===== src/rtl/pin_cfg_defines.vh =====
`ifndef PIN_CFG_DEFINES_VH
`define PIN_CFG_DEFINES_VH

// register indices; byte address is four times the index
`define PIN_CFG_IDX          8'ha4
`define DEV_CFG1_IDX         8'ha6
`define PIN_CFG_ADDR         12'h290
`define DEV_CFG1_ADDR        12'h298
`define PIN_CFG_RESET        32'h00000000
`define DEV_CFG1_RESET       32'h00000000

// pin behaviour fields
`define FAULT_PULSE_HI       8
`define FAULT_PULSE_LO       7
`define BRAKE_MODE_BIT       5
`define ANGLE_SEL_BIT        4
`define BRAKE_SRC_HI         3
`define BRAKE_SRC_LO         2
`define SPEED_SRC_HI         1
`define SPEED_SRC_LO         0

// fault pulse behaviour codes
`define FAULT_KEEP_LAST      2'h0
`define FAULT_FORCE_HIGH     2'h1
`define FAULT_FORCE_LOW      2'h2
`define FAULT_UNTIL_BACK_EMF     2'h3

// brake source codes
`define BRAKE_FROM_PIN       2'h0
`define BRAKE_FORCED         2'h1
`define BRAKE_NEVER          2'h2
`define BRAKE_FROM_PIN_ALT   2'h3

// speed source codes
`define SPEED_ANALOG         2'h0
`define SPEED_DUTY           2'h1
`define SPEED_DIGITAL        2'h2
`define SPEED_FREQ           2'h3

// pulse source code that selects the programmed threshold
`define PULSE_SRC_THR        2'h1

// device config one: write-only key and reserved bit
`define DEV_CFG1_KEY_HI      19
`define DEV_CFG1_KEY_LO      5
`define DEV_CFG1_RSVD_BIT    30
`define DEV_CFG1_RD_MASK     32'hbff0001f

`define AXI_RESP_OKAY        2'h0
`define AXI_RESP_SLVERR      2'h2

`endif


===== src/rtl/motor_pin_device_config_regs.v =====
// Behaviour
// [RL1] in fault, speed pulse keeps last, forces high or forces low per field
// [RL2] mode 3: pulse runs until back-emf below threshold chosen by pulse source
// [RL3] brake source: pin, forced brake/align per mode bit, or never brake
// [RL4] align brake angle: last commutation angle, or configured alignment angle
// [RL5] speed command from analog, duty, digital value or frequency
// [RL6] device config one at index a6, reset to all zero
// [RL7] unlock key field always reads zero
// [RL8] reserved bits ignore writes and read zero
`timescale 1ns/1ps
`include "pin_cfg_defines.vh"

module motor_pin_device_config_regs #(
	parameter W           = 16,
	parameter DEFAULT_THR = 16'h0100
) (
	// clock and reset
	input  wire         i_core_clk,
	input  wire         i_rst,
	// axi4-lite write address
	input  wire         i_s_awvalid,
	input  wire [11:0]  i_s_awaddr,
	output reg          o_s_awready,
	// axi4-lite write data
	input  wire         i_s_wvalid,
	input  wire [31:0]  i_s_wdata,
	input  wire [3:0]   i_s_wstrb,
	output reg          o_s_wready,
	// axi4-lite write response
	output reg          o_s_bvalid,
	output reg  [1:0]   o_s_bresp,
	input  wire         i_s_bready,
	// axi4-lite read
	input  wire         i_s_arvalid,
	input  wire [11:0]  i_s_araddr,
	output reg          o_s_arready,
	output reg          o_s_rvalid,
	output reg  [31:0]  o_s_rdata,
	output reg  [1:0]   o_s_rresp,
	input  wire         i_s_rready,
	// motor side inputs
	input  wire [1:0]   i_pulse_source_config,
	input  wire [W-1:0] i_backemf_pulse_threshold,
	input  wire [W-1:0] i_align_angle,
	input  wire         i_fault,
	input  wire         i_pulse_raw,
	input  wire [W-1:0] i_back_emf,
	input  wire         i_brake_pin,
	input  wire [W-1:0] i_comm_angle,
	input  wire [W-1:0] i_speed_analog,
	input  wire [W-1:0] i_speed_duty,
	input  wire [W-1:0] i_speed_digital,
	input  wire [W-1:0] i_speed_freq,
	// motor side outputs
	output wire         o_speed_pulse_output,
	output wire         o_brake_request,
	output wire         o_align_brake,
	output wire [W-1:0] o_brake_angle,
	output wire [W-1:0] o_speed_cmd,
	output reg  [31:0]  o_device_config_one,
	output reg  [14:0]  o_unlock_key
);

	reg  [31:0] pin_cfg_q;
	reg  [31:0] pin_cfg_d;
	reg  [31:0] dev_cfg_d;
	reg  [31:0] rdata_d;
	reg         rd_hit;

	// write taken only with both channels present, one at a time
	wire wr_go = i_s_awvalid && i_s_wvalid && !o_s_awready && !o_s_bvalid;
	wire rd_go = i_s_arvalid && !o_s_arready && !o_s_rvalid;
	wire wr_en = o_s_awready;
	// low two address bits ignored: every register is one aligned word
	wire wr_pin = ({i_s_awaddr[11:2], 2'h0} == `PIN_CFG_ADDR);
	wire wr_dev = ({i_s_awaddr[11:2], 2'h0} == `DEV_CFG1_ADDR); // [RL6]

	function [31:0] merge;
		input [31:0] old_v;
		input [31:0] new_v;
		input [3:0]  strb;
		integer      k;
		begin
			merge = old_v;
			for (k = 0; k < 4; k = k + 1)
				if (strb[k])
					merge[k*8 +: 8] = new_v[k*8 +: 8];
		end
	endfunction

	always @* begin
		pin_cfg_d = merge(pin_cfg_q, i_s_wdata, i_s_wstrb);
		dev_cfg_d = merge(o_device_config_one, i_s_wdata, i_s_wstrb);
		dev_cfg_d[`DEV_CFG1_RSVD_BIT] = 1'b0; // [RL8]
	end

	always @* begin
		rd_hit  = 1'b1;
		rdata_d = 32'h00000000;
		case ({i_s_araddr[11:2], 2'h0})
		`PIN_CFG_ADDR:  rdata_d = pin_cfg_q;
		`DEV_CFG1_ADDR: rdata_d = o_device_config_one & `DEV_CFG1_RD_MASK; // [RL7] [RL8]
		default:             rd_hit  = 1'b0;
		endcase
	end

	always @(posedge i_core_clk or posedge i_rst) begin
		if (i_rst) begin
			o_s_awready         <= 1'b0;
			o_s_wready          <= 1'b0;
			o_s_bvalid          <= 1'b0;
			o_s_bresp           <= `AXI_RESP_OKAY;
			o_s_arready         <= 1'b0;
			o_s_rvalid          <= 1'b0;
			o_s_rdata           <= 32'h00000000;
			o_s_rresp           <= `AXI_RESP_OKAY;
			pin_cfg_q           <= `PIN_CFG_RESET;
			o_device_config_one <= `DEV_CFG1_RESET; // [RL6]
			o_unlock_key        <= 15'h0000;
		end else begin
			o_s_awready <= wr_go;
			o_s_wready  <= wr_go;
			if (wr_en) begin
				o_s_bvalid <= 1'b1;
				o_s_bresp  <= (wr_pin || wr_dev) ? `AXI_RESP_OKAY : `AXI_RESP_SLVERR;
				if (wr_pin)
					pin_cfg_q <= pin_cfg_d;
				if (wr_dev) begin
					o_device_config_one <= dev_cfg_d;
					// key is write-only; kept for the eeprom guard
					o_unlock_key <= dev_cfg_d[`DEV_CFG1_KEY_HI:`DEV_CFG1_KEY_LO];
				end
			end else if (i_s_bready) begin
				o_s_bvalid <= 1'b0;
			end
			o_s_arready <= rd_go;
			if (rd_go) begin
				o_s_rvalid <= 1'b1;
				o_s_rdata  <= rdata_d;
				o_s_rresp  <= rd_hit ? `AXI_RESP_OKAY : `AXI_RESP_SLVERR;
			end else if (i_s_rready && !o_s_arready) begin
				o_s_rvalid <= 1'b0;
			end
		end
	end

	pin_behaviour_logic #(
		.W           (W),
		.DEFAULT_THR (DEFAULT_THR)
	) u_behaviour (
		.i_core_clk                (i_core_clk),
		.i_rst                     (i_rst),
		.i_pin_cfg                 (pin_cfg_q),
		.i_pulse_source_config     (i_pulse_source_config),
		.i_backemf_pulse_threshold (i_backemf_pulse_threshold),
		.i_align_angle             (i_align_angle),
		.i_fault                   (i_fault),
		.i_pulse_raw               (i_pulse_raw),
		.i_back_emf                (i_back_emf),
		.i_brake_pin               (i_brake_pin),
		.i_comm_angle              (i_comm_angle),
		.i_speed_analog            (i_speed_analog),
		.i_speed_duty              (i_speed_duty),
		.i_speed_digital           (i_speed_digital),
		.i_speed_freq              (i_speed_freq),
		.o_speed_pulse_output      (o_speed_pulse_output),
		.o_brake_request           (o_brake_request),
		.o_align_brake             (o_align_brake),
		.o_brake_angle             (o_brake_angle),
		.o_speed_cmd               (o_speed_cmd)
	);

endmodule


===== src/rtl/pin_behaviour_logic.v =====
`timescale 1ns/1ps
`include "pin_cfg_defines.vh"

module pin_behaviour_logic #(
	parameter W           = 16,
	parameter DEFAULT_THR = 16'h0100
) (
	// clock and reset
	input  wire         i_core_clk,
	input  wire         i_rst,
	// configuration
	input  wire [31:0]  i_pin_cfg,
	input  wire [1:0]   i_pulse_source_config,
	input  wire [W-1:0] i_backemf_pulse_threshold,
	input  wire [W-1:0] i_align_angle,
	// motor state
	input  wire         i_fault,
	input  wire         i_pulse_raw,
	input  wire [W-1:0] i_back_emf,
	input  wire         i_brake_pin,
	input  wire [W-1:0] i_comm_angle,
	input  wire [W-1:0] i_speed_analog,
	input  wire [W-1:0] i_speed_duty,
	input  wire [W-1:0] i_speed_digital,
	input  wire [W-1:0] i_speed_freq,
	// results
	output reg          o_speed_pulse_output,
	output reg          o_brake_request,
	output reg          o_align_brake,
	output reg  [W-1:0] o_brake_angle,
	output reg  [W-1:0] o_speed_cmd
);

	wire [1:0]   fault_mode = i_pin_cfg[`FAULT_PULSE_HI:`FAULT_PULSE_LO];
	wire [1:0]   brake_src  = i_pin_cfg[`BRAKE_SRC_HI:`BRAKE_SRC_LO];
	wire [1:0]   speed_src  = i_pin_cfg[`SPEED_SRC_HI:`SPEED_SRC_LO];
	wire         brake_mode = i_pin_cfg[`BRAKE_MODE_BIT];
	wire         angle_sel  = i_pin_cfg[`ANGLE_SEL_BIT];
	wire [W-1:0] thr        = (i_pulse_source_config == `PULSE_SRC_THR) ?
	                          i_backemf_pulse_threshold : DEFAULT_THR;

	reg          last_pulse_q;
	reg          back_emf_low_q;
	reg          brake_req_d;
	reg          pulse_d;
	reg  [W-1:0] speed_d;
	reg  [W-1:0] last_angle_q;

	// once back-emf has fallen below threshold the pulse stays quiet till fault ends
	always @(posedge i_core_clk or posedge i_rst) begin
		if (i_rst) begin
			last_pulse_q <= 1'b0;
			back_emf_low_q   <= 1'b0;
		end else begin
			if (!i_fault)
				last_pulse_q <= i_pulse_raw;
			if (!i_fault)
				back_emf_low_q <= 1'b0;
			else if (i_back_emf < thr)
				back_emf_low_q <= 1'b1; // [RL2]
		end
	end

	always @* begin
		pulse_d = i_pulse_raw;
		if (i_fault) begin
			case (fault_mode) // [RL1]
			`FAULT_KEEP_LAST:  pulse_d = last_pulse_q;
			`FAULT_FORCE_HIGH: pulse_d = 1'b1;
			`FAULT_FORCE_LOW:  pulse_d = 1'b0;
			`FAULT_UNTIL_BACK_EMF: pulse_d = (back_emf_low_q || i_back_emf < thr) ? 1'b0 : i_pulse_raw; // [RL2]
			default:           pulse_d = last_pulse_q;
			endcase
		end
	end

	always @* begin
		case (brake_src) // [RL3]
		`BRAKE_FORCED: brake_req_d = 1'b1;
		`BRAKE_NEVER:  brake_req_d = 1'b0;
		default:       brake_req_d = i_brake_pin;
		endcase
	end

	always @* begin
		case (speed_src) // [RL5]
		`SPEED_ANALOG:  speed_d = i_speed_analog;
		`SPEED_DUTY:    speed_d = i_speed_duty;
		`SPEED_DIGITAL: speed_d = i_speed_digital;
		`SPEED_FREQ:    speed_d = i_speed_freq;
		default:        speed_d = i_speed_analog;
		endcase
	end

	always @(posedge i_core_clk or posedge i_rst) begin
		if (i_rst) begin
			o_speed_pulse_output <= 1'b0;
			o_brake_request      <= 1'b0;
			o_align_brake        <= 1'b0;
			o_brake_angle        <= {W{1'b0}};
			o_speed_cmd          <= {W{1'b0}};
			last_angle_q         <= {W{1'b0}};
		end else begin
			o_speed_pulse_output <= pulse_d;
			o_brake_request      <= brake_req_d;
			o_align_brake        <= brake_req_d & brake_mode; // [RL3]
			o_speed_cmd          <= speed_d;
			// angle frozen at the moment braking begins
			if (!o_brake_request)
				last_angle_q <= i_comm_angle; // [RL4]
			o_brake_angle <= angle_sel ? i_align_angle :
			                 (o_brake_request ? last_angle_q : i_comm_angle); // [RL4]
		end
	end

endmodule


===== config.mk =====
export PLATFORM = sky130hd
export DESIGN_NAME = motor_pin_device_config_regs
export DESIGN_NICKNAME = d
export VERILOG_FILES = /design/src/rtl/motor_pin_device_config_regs.v /design/src/rtl/pin_behaviour_logic.v
export VERILOG_INCLUDE_DIRS = /design/src /design/src/rtl
export SDC_FILE = /design/constraint.sdc
export NUM_CORES = 1
export LEC_CHECK = 0
export BUFFER_PORTS_ARGS = -buffer_cell sky130_fd_sc_hd__buf_2
export CORE_MARGIN = 2
export CORE_UTILIZATION = 32
export DETAILED_ROUTE_END_ITERATION = 12
export GPL_TIMING_DRIVEN = 1
export PLACE_DENSITY = 0.68
export SLEW_MARGIN = 20
export SYNTH_ARGS = -nofsm -noshare
export SYNTH_HDL_FRONTEND = slang
export SYNTH_SLANG_ARGS = --single-unit

===== constraint.sdc =====
create_clock -name i_core_clk -period 4.5 [get_ports i_core_clk]
set_input_delay 0.45 -clock i_core_clk [delete_from_list [all_inputs] [get_ports i_core_clk]]
set_output_delay 0.45 -clock i_core_clk [all_outputs]
set_load 0.01 [all_outputs]

# Yosys cells after proc, flatten, opt, wreduce, memory -nomap -nowiden
# Cells that the tools add are included.
# Widths: inputs -> output; s select.
[word_totals] reg_bits=156 in_bits=200 output_inout_bits=123
[op_classes] order_cmp=1 n_eq_ne=14 n_mux=21 bitwise=1 reduce_logical=25
[ops] op="$pmux 16 s4" count=1
[ops] op="$pmux 32 s2" count=1
[ops] op="$mux 16" count=3
[ops] op="$eq 10x8->1 const B" count=4
[ops] op="$reduce_and 3->1" count=8
[ops] op="$lt 16x16->1" count=1
[ops] op="$mux 8" count=2
[ops] op="$eq 2x2->1 const B" count=5
[ops] op="$mux 1" count=9
[ops] op="$eq 2x1->1 const B" count=4
[ops] op="$logic_and 1x1->1" count=6
[ops] op="$logic_not 1->1" count=4
[ops] op="$logic_not 2->1" count=2
[ops] op="$mux 2" count=2
[ops] op="$mux 4" count=1
[ops] op="$pmux 1 s4" count=1
[ops] op="$reduce_bool 2->1" count=2
[ops] op="$logic_or 1x1->1" count=2
[ops] op="$ne 2x1->1 const B" count=1
[ops] op="$pmux 1 s2" count=1
[ops] op="$reduce_or 2->1" count=1
[ops] op="$and 1x1->1" count=1

# Logic depth before layout (Yosys ltp)
# Gate-level depths: netlist of the first run.
[depth] depth_word=7 ltp_mapped=9

# Hierarchy
# From an unflattened synthesis of the first run, not the netlist that was laid out.
[hier_totals] cells_unflattened=512 area_unflattened_um2=7061.8
[modules_own_cells] module="motor_pin_device_config_regs" instances=1 cells_per_inst=335 area_per_inst_um2=4486.8
[modules_own_cells] module="pin_behaviour_logic" instances=1 cells_per_inst=177 area_per_inst_um2=2575.0

# Worst setup path before layout of the first run
# Ideal clock, no wire load.
[synth_timing] kind="in2reg" start="input i_pulse_source_config[0]" end="register u_behaviour.o_speed_pulse_output" setup_ns=0.126 arrival_ns=2.584 required_time_ns=4.374 setup_slack_ns=1.789 stages=9 n_path_buf=1 path_cell_list="nor2b_1 clkbuf_1 nand2_1 ha_1 and3_1 a221o_1 a221oi_1 o21ai_0 a311o_1"
[synth_via] elab_chain_cells=7
[synth_rtl] element="start, declared" line="motor_pin_device_config_regs.v:42" rtl="input wire [1:0] i_pulse_source_config,"
[synth_rtl] element="$eq 2x1->1 (no source line)"
[synth_rtl] element="$mux 16" line="pin_behaviour_logic.v:39" rtl="wire [W-1:0] thr = (i_pulse_source_config == `PULSE_SRC_THR) ?"
[synth_rtl] element="$lt 16x16->1" line="pin_behaviour_logic.v:71" rtl="`FAULT_UNTIL_BACK_EMF: pulse_d = (back_emf_low_q || i_back_emf < thr) ? 1'b0 : i_pulse_raw;"
[synth_rtl] element="$logic_or 1x1->1" line="pin_behaviour_logic.v:71"
[synth_rtl] element="$mux 1" line="pin_behaviour_logic.v:71"
[synth_rtl] element="$pmux 1 s4" line="pin_behaviour_logic.v:67" rtl="case (fault_mode)"
[synth_rtl] element="$mux 1" line="pin_behaviour_logic.v:66" rtl="if (i_fault) begin"
[synth_rtl] element="via u_behaviour.pulse_d" line="pin_behaviour_logic.v:45" rtl="reg pulse_d;"
[synth_rtl] element="end signal, assigned" line="pin_behaviour_logic.v:104" rtl="o_speed_pulse_output <= pulse_d;"
[synth_rtl] element="end, declared" line="pin_behaviour_logic.v:27" rtl="output reg o_speed_pulse_output,"
# The timed path passes the listed nets, and every way through them passes these cells.
# A chain may end at the register's enable or synchronous reset.

# Worst setup path in the final report of the first run
[layout_timing] start="input i_pulse_source_config[1]" end="register u_behaviour.o_speed_pulse_output"
# Same word-level chain as after synthesis.

==> results.cfg, run 1 <==
[grt]
grt_max_degree = 155
track_usage_pct = 15.36
antenna_found_initial = 0
grt_pass1_wl_mm = 26.36
grt_pass1_vias = 5000
overflow = 0

[sta]
period_share_pct = 61.17
setup_viol = 0
skew_ns = 0.01106
worst_slew_pin_slew_ns = 0.9222
slew-limit-headroom_pct = 38.52
hold_viol_final = 0
fin_crit_ns = 2.753
rsz0062_at_grt = no
setup-tns-final_ns = 0
max_freq_mhz = 363.3
timing.final.max_slew_violations = 0

[clocking]
cts_tree = yes
cts_root_buffer = clkbuf_16
clk_pin_slew_ns = 0.06
cts_max_level = 4
cts_made_buffers = 17
clkLatencyLatePin_ns = 0.41
cts.path.max_buffers = 2
cts_setup_buffers = 0
hold_buffers = 0
cts.sinks = 154
cts_resized = 0

[drt]
wl_mm = 17.02
vias = 4851
viasPerCell = 4.611
route.detailed.drc = 0
avgRoutedWirePerCell_microns = 16.18
dr.pass1.iters = 4
drt_iter0_markers = 184
ant_nets = 0

[worst_hold_path]
hp-class = primary input to asynchronous set/reset pin

[setup_path]
startpoint_type = primary input
path_cells = buf_2, nor2b_1, nand2_1, ha_1, and3_1, a221o_1, a221oi_1, o21ai_0, a311o_1
crit_slowest_cell = nor2b_1
max_stage_delay_ns = 0.70
cp_max_fo = 15
worstPathArrival_ns = 3.04
crit_type = primary input to flip-flop
critPathRequiredTime_ns = 4.79
end_kind = flip-flop

[power]
power.total_mw = 3.134
p_int_mw = 2.325
ir_worst_vdd_v = 0.0002219
clkPwrFrac_pct = 43.6
switching_share_pct = 25.80
power_switching_mw = 0.8085
p_per_area_nw_per_um2 = 350.7
p_comb_share_pct = 10.0
seq_power_share_pct = 46.4
p_leak_nw = 4.704

[floorplan]
die_w_microns = 148.2
core_sq_um = 20300
dieArea_sq_um = 21980
die_h_microns = 148.2
io_pins = 323
row_count = 52
initial_core_util_pct = 32.80

[yosys]
synth_area_sq_um = 6658
postSynthCellCount = 472
syn_area_per_cell_sq_um = 14.11
synthDistinctLibCells = 40
synth-seq-cells = 154
seq_area_frac_synth_pct = 57.88
synth.yosys.warnings = 0

[finish]
final_common_cell = buf_2
n_antenna_cell = 0
stdcell_area_sq_um = 8936
syn_to_final_growth_pct = 34.22
utilization_pct = 44.02
fin_cells = 1052
nets = 985
drive_gt1_share_pct = 60.10
mostFrequentLayoutCells = buf_2 (315), dfrtp_1 (153), mux2_2 (96), nand2_1 (39), o21ai_0 (19)

[flow_run]
drv_cap = 0

[placement]
hpwl_mm = 12.82
dpl_cell_area_sq_um = 8368
numPlacedInstances = 1020
portBuffers = 315
place_congestion = 0.7735

[outcome]
status = complete, no violations
==> worst paths after layout <==
kind                                                from                          endpoint  slack, ns  cells after the start
max in group asynchronous                          i_rst                      pin_cfg_q[0]       3.51                      3
min in group i_core_clk                i_align_angle[14]     u_behaviour.o_brake_angle[14]       0.27                      2
worst min register to register             o_s_rdata[25]                     o_s_rdata[25]       0.48                      2
worst max register to register               o_s_arready                      o_s_rdata[5]       2.32                      6
worst min-delay path                               i_rst                   o_unlock_key[4]       0.22                      3
worst max-delay path            i_pulse_source_config[1]  u_behaviour.o_speed_pulse_output       1.75                      9
==> cell type report <==
class	instances	area [sq um]
inverters	7	31.28
well taps	270	337.8
clock inverters	14	127.6
fillers	1915	11360
multi-input cells	272	2541
flip-flops and latches	154	3855
clock buffers	18	439.2
repair buffers	317	1604
==> power groups by stage <==
stage	registers (mW)	logic (mW)	clock network [mW]
5_1_grt	1.46	0.348	1.47
3_3_place_gp	1.48	0.313	0
2_1_floorplan	1.49	0.144	0
6_report	1.46	0.312	1.37
4_1_cts	1.46	0.318	1.41
3_5_place_dp	1.48	0.318	0
==> Yosys cell counts <==
| master | n | area [sq um] |
|---|---|---|
| dfrtp_1 | 154 | 3854 |
| mux2_2 | 96 | 1081 |
| nand2_1 | 39 | 146.4 |
| buf_4 | 19 | 142.6 |
| o21ai_0 | 19 | 95.09 |
| a22o_1 | 16 | 140.1 |
| ha_1 | 16 | 200.2 |
| mux2i_1 | 16 | 160.2 |
| mux4_2 | 16 | 360.4 |
| clkbuf_1 | 12 | 45.04 |
| buf_2 | 8 | 40.04 |
| nor2_1 | 7 | 26.28 |
| a21oi_1 | 6 | 30.03 |
| inv_1 | 6 | 22.52 |
| nor2b_1 | 5 | 31.28 |
| and3_1 | 4 | 25.02 |
| nor2_2 | 4 | 25.02 |
| a21o_1 | 3 | 22.52 |
| nor4bb_1 | 3 | 30.03 |
| nand3_1 | 2 | 10.01 |
| nor3_1 | 2 | 10.01 |
| a211oi_1 | 1 | 7.510 |
| a221o_1 | 1 | 10.01 |
| a221oi_1 | 1 | 8.760 |
| a311o_1 | 1 | 10.01 |
| and2_1 | 1 | 6.260 |
| and4_1 | 1 | 8.760 |
| and4b_1 | 1 | 10.01 |
| buf_1 | 1 | 3.750 |
| buf_6 | 1 | 11.26 |
| clkinv_2 | 1 | 5.000 |
| conb_1 | 1 | 3.750 |
| nand2b_1 | 1 | 6.260 |
| nand4_1 | 1 | 6.260 |
| nand4b_4 | 1 | 23.77 |
| nor2_4 | 1 | 11.26 |
| nor4_1 | 1 | 6.260 |
| o21a_1 | 1 | 7.510 |
| o21ai_1 | 1 | 5.000 |
| or3b_1 | 1 | 8.760 |
==> sequential cells by signal, summed over array words and instances (netlist names), 15 cells and up <==
register and count:
o_s_rdata 32, pin_cfg_q 32, o_device_config_one 16, u_behaviour.last_angle_q 16
u_behaviour.o_brake_angle 16, u_behaviour.o_speed_cmd 16, o_unlock_key 15
==> kinds of logic (layout without fill, tap and decap cells) <==
logic type	count (synthesis)	in the layout	synth area share (%)
compound gates	50	50	5.055
fa+ha+maj	16	16	3.007
buf+inv	48	356	4.059
flops	154	154	57.88
mux	128	128	24.06
other cells	1	3	0.05633
simple gates	75	75	5.883
==> metrics by stage <==
step	setup slack [ns]	hold slack (ns)
2_1_floorplan	1.789	0.4545
3_3_place_gp	1.358	0.4570
3_5_place_dp	1.311	0.4693
4_1_cts	1.750	0.2442
5_1_grt	1.475	0.2443
6_report	1.747	0.2172
==> worst max-delay path, delay by kind of cell <==
kind | cells | cell delay [ns]
fa+ha+maj | 1 | 0.32
compound gates | 4 | 1.13
simple gates | 3 | 1.04
buf+inv | 1 | 0.10
==> per-layer routing <==
metal / track usage [%] / routed length, microns / vias to the layer above
met4: 4.381 / 204 / 0
li1: - / - / 2266
met1: 19.43 / 7251 / 2391
met5: 0 / 0 / -
met3: 4.325 / 1113 / 15
met2: 25.86 / 8451 / 179
(Power assumes the default switching activity.)
==> run 2: changes to the inputs <==
- clock period: 4.5 -> 2.35 ns (I/O delays scaled with it)
==> run 2 against run 1 <==
Effect of this change: first-iteration DRC count is 23% lower; flip-flop and latch count stayed put; setup slack worse by 1.3 ns; clock skew is 0.0026 ns lower; wire length is 2.9% higher; count of clock-buffer cells in the layout is 1 lower; hold slack worse by 0.18 ns; sequential power is 90% higher; highest routed layer is now met5.
==> results.cfg, run 2 (synthesized netlist as in run 1, its figures left out) <==
[sta]
period_share_pct = 82.77
rsz0062_at_grt = no
setup_viol = 0
fin_ws_ns = 0.4048
timing.final.max_slew_violations = 0
slew-limit-headroom_pct = 47.65
max_freq_mhz = 514.1
worst_slew_pin_slew_ns = 0.7852
hold_viol_final = 0
fin_crit_ns = 1.945
skew_ns = 0.008415

[floorplan]
core_sq_um = 20300
row_count = 52
dieArea_sq_um = 21980
die_w_microns = 148.2
io_pins = 323
die_h_microns = 148.2
initial_core_util_pct = 32.80

[setup_path]
reg2reg_slack_ns = 0.42
cp_top_family = compound AO/OA/AOI/OAI gates
startpoint_type = primary input
worstPathArrival_ns = 2.25
crit_slowest_cell = a311o_1
end_kind = flip-flop
worstRegToRegCells = 6
crit_type = primary input to flip-flop
max_stage_delay_ns = 0.37
r2r_end = o_s_rdata[18]
path_cells = buf_2, nor2b_2, nand2_1, ha_1, and3_1, a221o_1, a221oi_1, o21ai_0, a311o_1
cp_max_fo = 6
critPathRequiredTime_ns = 2.65
worst-path-buf-inv = 1
r2r_start = o_s_arready

[finish]
largestRegisters = o_s_rdata x32, pin_cfg_q x32
nets = 997
n_antenna_cell = 0
fin_cells = 1064
num-fill-cells = 1896
mostFrequentLayoutCells = buf_2 (315), dfrtp_1 (154), mux2_2 (96), nand2_1 (39), o21ai_0 (19)
drive_gt1_share_pct = 60.58
syn_to_final_growth_pct = 36.01
final_common_cell = buf_2

[drt]
avgRoutedWirePerCell_microns = 16.46
dr.pass1.iters = 4
vias = 4926
viasPerCell = 4.630
route.detailed.drc = 0
wl_mm = 17.52
drt_iter0_markers = 142
ant_nets = 0

[worst_hold_path]
min_to = u_behaviour.o_brake_angle[14]
min_from = i_align_angle[14]
min_path_cells = 2
hp-class = primary input to flip-flop

[clocking]
cts_resized = 0
cts_tree = yes
cts.path.max_buffers = 2
clkLatencyLatePin_ns = 0.42
cts_made_buffers = 17
cts_root_buffer = clkbuf_16
cts.sinks = 154
cts_max_level = 4
clk_pin_slew_ns = 0.07

[placement]
place_congestion = 0.7593
numPlacedInstances = 1031
hpwl_mm = 13.23
pre_cts_slack_ns = -0.03592
portBuffers = 315

[power]
clkPwrFrac_pct = 44.3
p_comb_share_pct = 10.1
p_int_mw = 4.535
ir_worst_vdd_v = 0.0004855
power_switching_mw = 1.568
p_leak_nw = 4.786
seq_power_share_pct = 45.6
p_per_area_nw_per_um2 = 673.9
switching_share_pct = 25.69

[grt]
grt_pass1_wl_mm = 26.72
overflow = 0
antenna_found_initial = 1
grt_pass1_vias = 4992
track_usage_pct = 15.93
grt_max_degree = 90

[outcome]
status = complete, no violations

[flow_run]
drv_cap = 0
-- run 2: cell count changes in the layout (fill, tap and decap cells not counted), sizes merged --
| cell | before | now |
|---|---|---|
| clkinvlp | 5 | 3 |
| bufinv | 0 | 1 |
| buf | 317 | 328 |
| clkbuf | 18 | 17 |
| dlygate4sd3 | 0 | 1 |
| clkinv | 3 | 5 |
-- run 2: worst max-delay path by stage --
stage | startpoint | to | slack, ns | cells past startpoint
2_1_floorplan | i_pulse_source_config[0] | u_behaviour.o_speed_pulse_output | 0.03 | 9
3_3_place_gp | i_pulse_source_config[1] | u_behaviour.o_speed_pulse_output | 0.008 | 9
3_5_place_dp | i_pulse_source_config[1] | u_behaviour.o_speed_pulse_output | -0.04 | 9
4_1_cts | o_s_arready | o_s_rdata[18] | 0.40 | 6
5_1_grt | i_pulse_source_config[0] | u_behaviour.o_speed_pulse_output | 0.24 | 9
6_report | i_pulse_source_config[1] | u_behaviour.o_speed_pulse_output | 0.40 | 9
-- run 2: what timing repair did --
item,CTS,global route
hold buffers,1,0
endpoints found under the hold margin,65,0
setup buffers,0,0
-- run 2: final cells by class --
cell class	count	area [sq um]	share of cell area [%]
Clock inverter	15	153.9	1.700
Clock buffer	17	425.4	4.698
Inverter	7	31.28	0.3454
Tap cell	270	337.8	3.731
Sequential cell	154	3854	42.56
Multi-Input combinational cell	272	2544	28.09
Timing Repair Buffer	329	1709	18.88
-- run 2: power groups by stage --
stage,combinational (mW),clock [mW],sequential (mW)
after floorplan,0.276,0,2.86
after global placement,0.611,0,2.83
after detailed placement,0.626,0,2.83
after CTS,0.628,2.78,2.78
after global routing,0.690,2.91,2.79
final,0.619,2.70,2.78
-- run 2: stage by stage --
step / setup TNS (ns) / hold slack [ns] / area (sq um) / util, % / total power [mW]
2_1_floorplan: 0 / 0.3517 / 6673 / - / 3.135
3_3_place_gp: 0 / 0.1416 / 8466 / 41.70 / 3.439
3_5_place_dp: -0.03592 / 0.1443 / 8466 / 41.70 / 3.455
4_1_cts: 0 / 0.01681 / 9055 / 44.61 / 6.192
5_1_grt: 0 / 0.01082 / 9055 / 44.61 / 6.390
6_report: 0 / 0.03874 / 9055 / 44.61 / 6.102
-- run 2: per-layer routing --
| metal | routed length, microns | share of wire [%] | global-route usage (%) |
|---|---|---|---|
| met3 | 1285 | 7.3 | 6.074 |
| met2 | 8660 | 49 | 25.76 |
| met1 | 7226 | 41 | 19.80 |
| met4 | 331 | 1.9 | 5.048 |
| met5 | 13 | 0.074 | 0 |
==> run 3: changes to the inputs <==
- clock period: 2.35 -> 1.7 ns (I/O delays scaled with it)
==> run 3 against run 2 <==
Effect of this change: the run now ends with negative setup slack left; global-route usage rose by 2.0 points; clock power rose by 41%; cell count rose by 8.3%; first-iteration DRC count rose by 11%; sequential power rose by 38%; non-clock buffer count rose by 88; via count rose by 8.2%; power rose by 44%; register-to-register slack got worse by 0.46 ns.
==> results.cfg, run 3 (synthesized netlist as in run 1, its figures left out) <==
[floorplan]
core_sq_um = 20300
dieArea_sq_um = 21980
io_pins = 323
initial_core_util_pct = 32.80
die_w_microns = 148.2
row_count = 52
die_h_microns = 148.2

[power]
ir_worst_vdd_v = 0.0006492
p_leak_nw = 5.215
p_per_area_nw_per_um2 = 865.4

[sta]
setup_viol = 14
fin_crit_ns = 1.741
fin_ws_ns = -0.04071
period_share_pct = 102.4
max_freq_mhz = 574.5
worst_slew_pin_slew_ns = 0.7834
setup-tns-final_ns = -0.3890
rsz0062_at_grt = yes
slew-limit-headroom_pct = 47.77
timing.final.max_slew_violations = 0
finalHoldWorstSlack_ns = 0.01885
hold_viol_final = 0
skew_ns = 0.008253

[setup_path]
critPathCapture = o_s_rdata[11]
worstRegToRegCells = 7
worstPathArrival_ns = 2.10
cp_max_fo = 13
path_depth = 7
crit_type = flip-flop to flip-flop
end_kind = flip-flop
cp_top_family = simple AND/OR/NAND/NOR gates
r2r_end = o_s_rdata[11]
crit_slowest_cell = or3b_4
critPathLaunch = o_s_arready
r2r_start = o_s_arready
reg2reg_slack_ns = -0.04
path_cells = or3b_4, clkinv_4, and4b_1, nand4b_4, nor2_4, buf_12, a22o_1
critPathRequiredTime_ns = 2.06
startpoint_type = flip-flop
worst-path-buf-inv = 2
max_stage_delay_ns = 0.42

[placement]
portBuffers = 315
numPlacedInstances = 1050
dpl_cell_area_sq_um = 8772
hpwl_mm = 14.46
place_congestion = 0.7542

[grt]
grt_pass1_wl_mm = 30.24
overflow = 0
grt_max_degree = 34
track_usage_pct = 17.97
antenna_found_initial = 1
grt_pass1_vias = 5787

[clocking]
cts_root_buffer = clkbuf_16
cts.path.max_buffers = 2
cts_made_buffers = 17
cts.sinks = 154
clk_pin_slew_ns = 0.07
cts_tree = yes
clkLatencyLatePin_ns = 0.42
cts_max_level = 4

[finish]
utilization_pct = 49.86
stdcell_area_sq_um = 10120
fin_cells = 1152
drive_gt1_share_pct = 57.94
n_antenna_cell = 0
final_common_cell = buf_2
nets = 1085
largestRegisters = o_s_rdata x32, pin_cfg_q x32
mostFrequentLayoutCells = buf_2 (313), dfrtp_1 (154), mux2_2 (96), dlygate4sd3_1 (68), nand2_1 (36)
syn_to_final_growth_pct = 52.02

[drt]
wl_mm = 19.78
ant_nets = 0
avgRoutedWirePerCell_microns = 17.17
drt_iter0_markers = 158
route.detailed.drc = 0
vias = 5332
dr.pass1.iters = 4
viasPerCell = 4.628

[outcome]
status = finished with violations
violations = negative setup slack

[flow_run]
drv_cap = 0

[worst_hold_path]
hp-class = primary input to flip-flop
-- run 3: worst min-delay path: stages --
cell and delay, ns:
buf_2 0.10, inv_1 0.05, a21o_1 0.10
-- run 3: power by group --
group	total, mW	internal [mW]	switching [mW]
clock	3.80	2.20	1.60
sequential	3.85	3.80	0.0557
combinational	1.11	0.591	0.518
total	8.76	6.58	2.17
-- run 3: layout make-up --
| cell class | instances | area (sq um) |
|---|---|---|
| Clock buffer | 18 | 429.2 |
| Clock inverter | 14 | 161.4 |
| Timing Repair Buffer | 417 | 2691 |
| Multi-Input combinational cell | 272 | 2613 |
| Tap cell | 270 | 337.8 |
| Fill cell | 1820 | 10180 |
| Inverter | 7 | 35.03 |
| Sequential cell | 154 | 3854 |
-- run 3: what timing repair did --
action / 4_1_cts / 5_1_grt
hold buffers: 68 / 0
endpoints found under the hold margin: 109 / 0
gates cloned: 0 / 0
setup endpoints to repair: 25 / 32
gates resized for setup: 3 / 11
pin swaps: 0 / 0
setup buffers: 2 / 0
-- run 3: per-layer routing --
metal | track usage, % | share of wire [%]
met5 | 0 | 0.066
met4 | 5.905 | 2.2
met3 | 5.245 | 6.6
met2 | 32.89 | 53
met1 | 19.99 | 38
-- run 3: worst min-delay path by stage --
stage / start / to / cells after the start
after floorplan: i_fault / u_behaviour.last_pulse_q / 1
after global placement: i_rst / u_behaviour.o_speed_cmd[0] / 2
after detailed placement: i_rst / u_behaviour.o_speed_cmd[0] / 2
after CTS: i_s_bready / o_s_bvalid / 3
after global routing: i_comm_angle[0] / u_behaviour.last_angle_q[0] / 2
final: i_s_bready / o_s_bvalid / 3
-- run 3: metrics by stage --
step	total power, mW	setup WS (ns)
6_report	8.759	-0.04071
5_1_grt	9.161	-0.09080
4_1_cts	8.853	-0.05860
3_5_place_dp	4.865	-0.5134
3_3_place_gp	4.846	-0.4596
2_1_floorplan	4.355	-0.4149
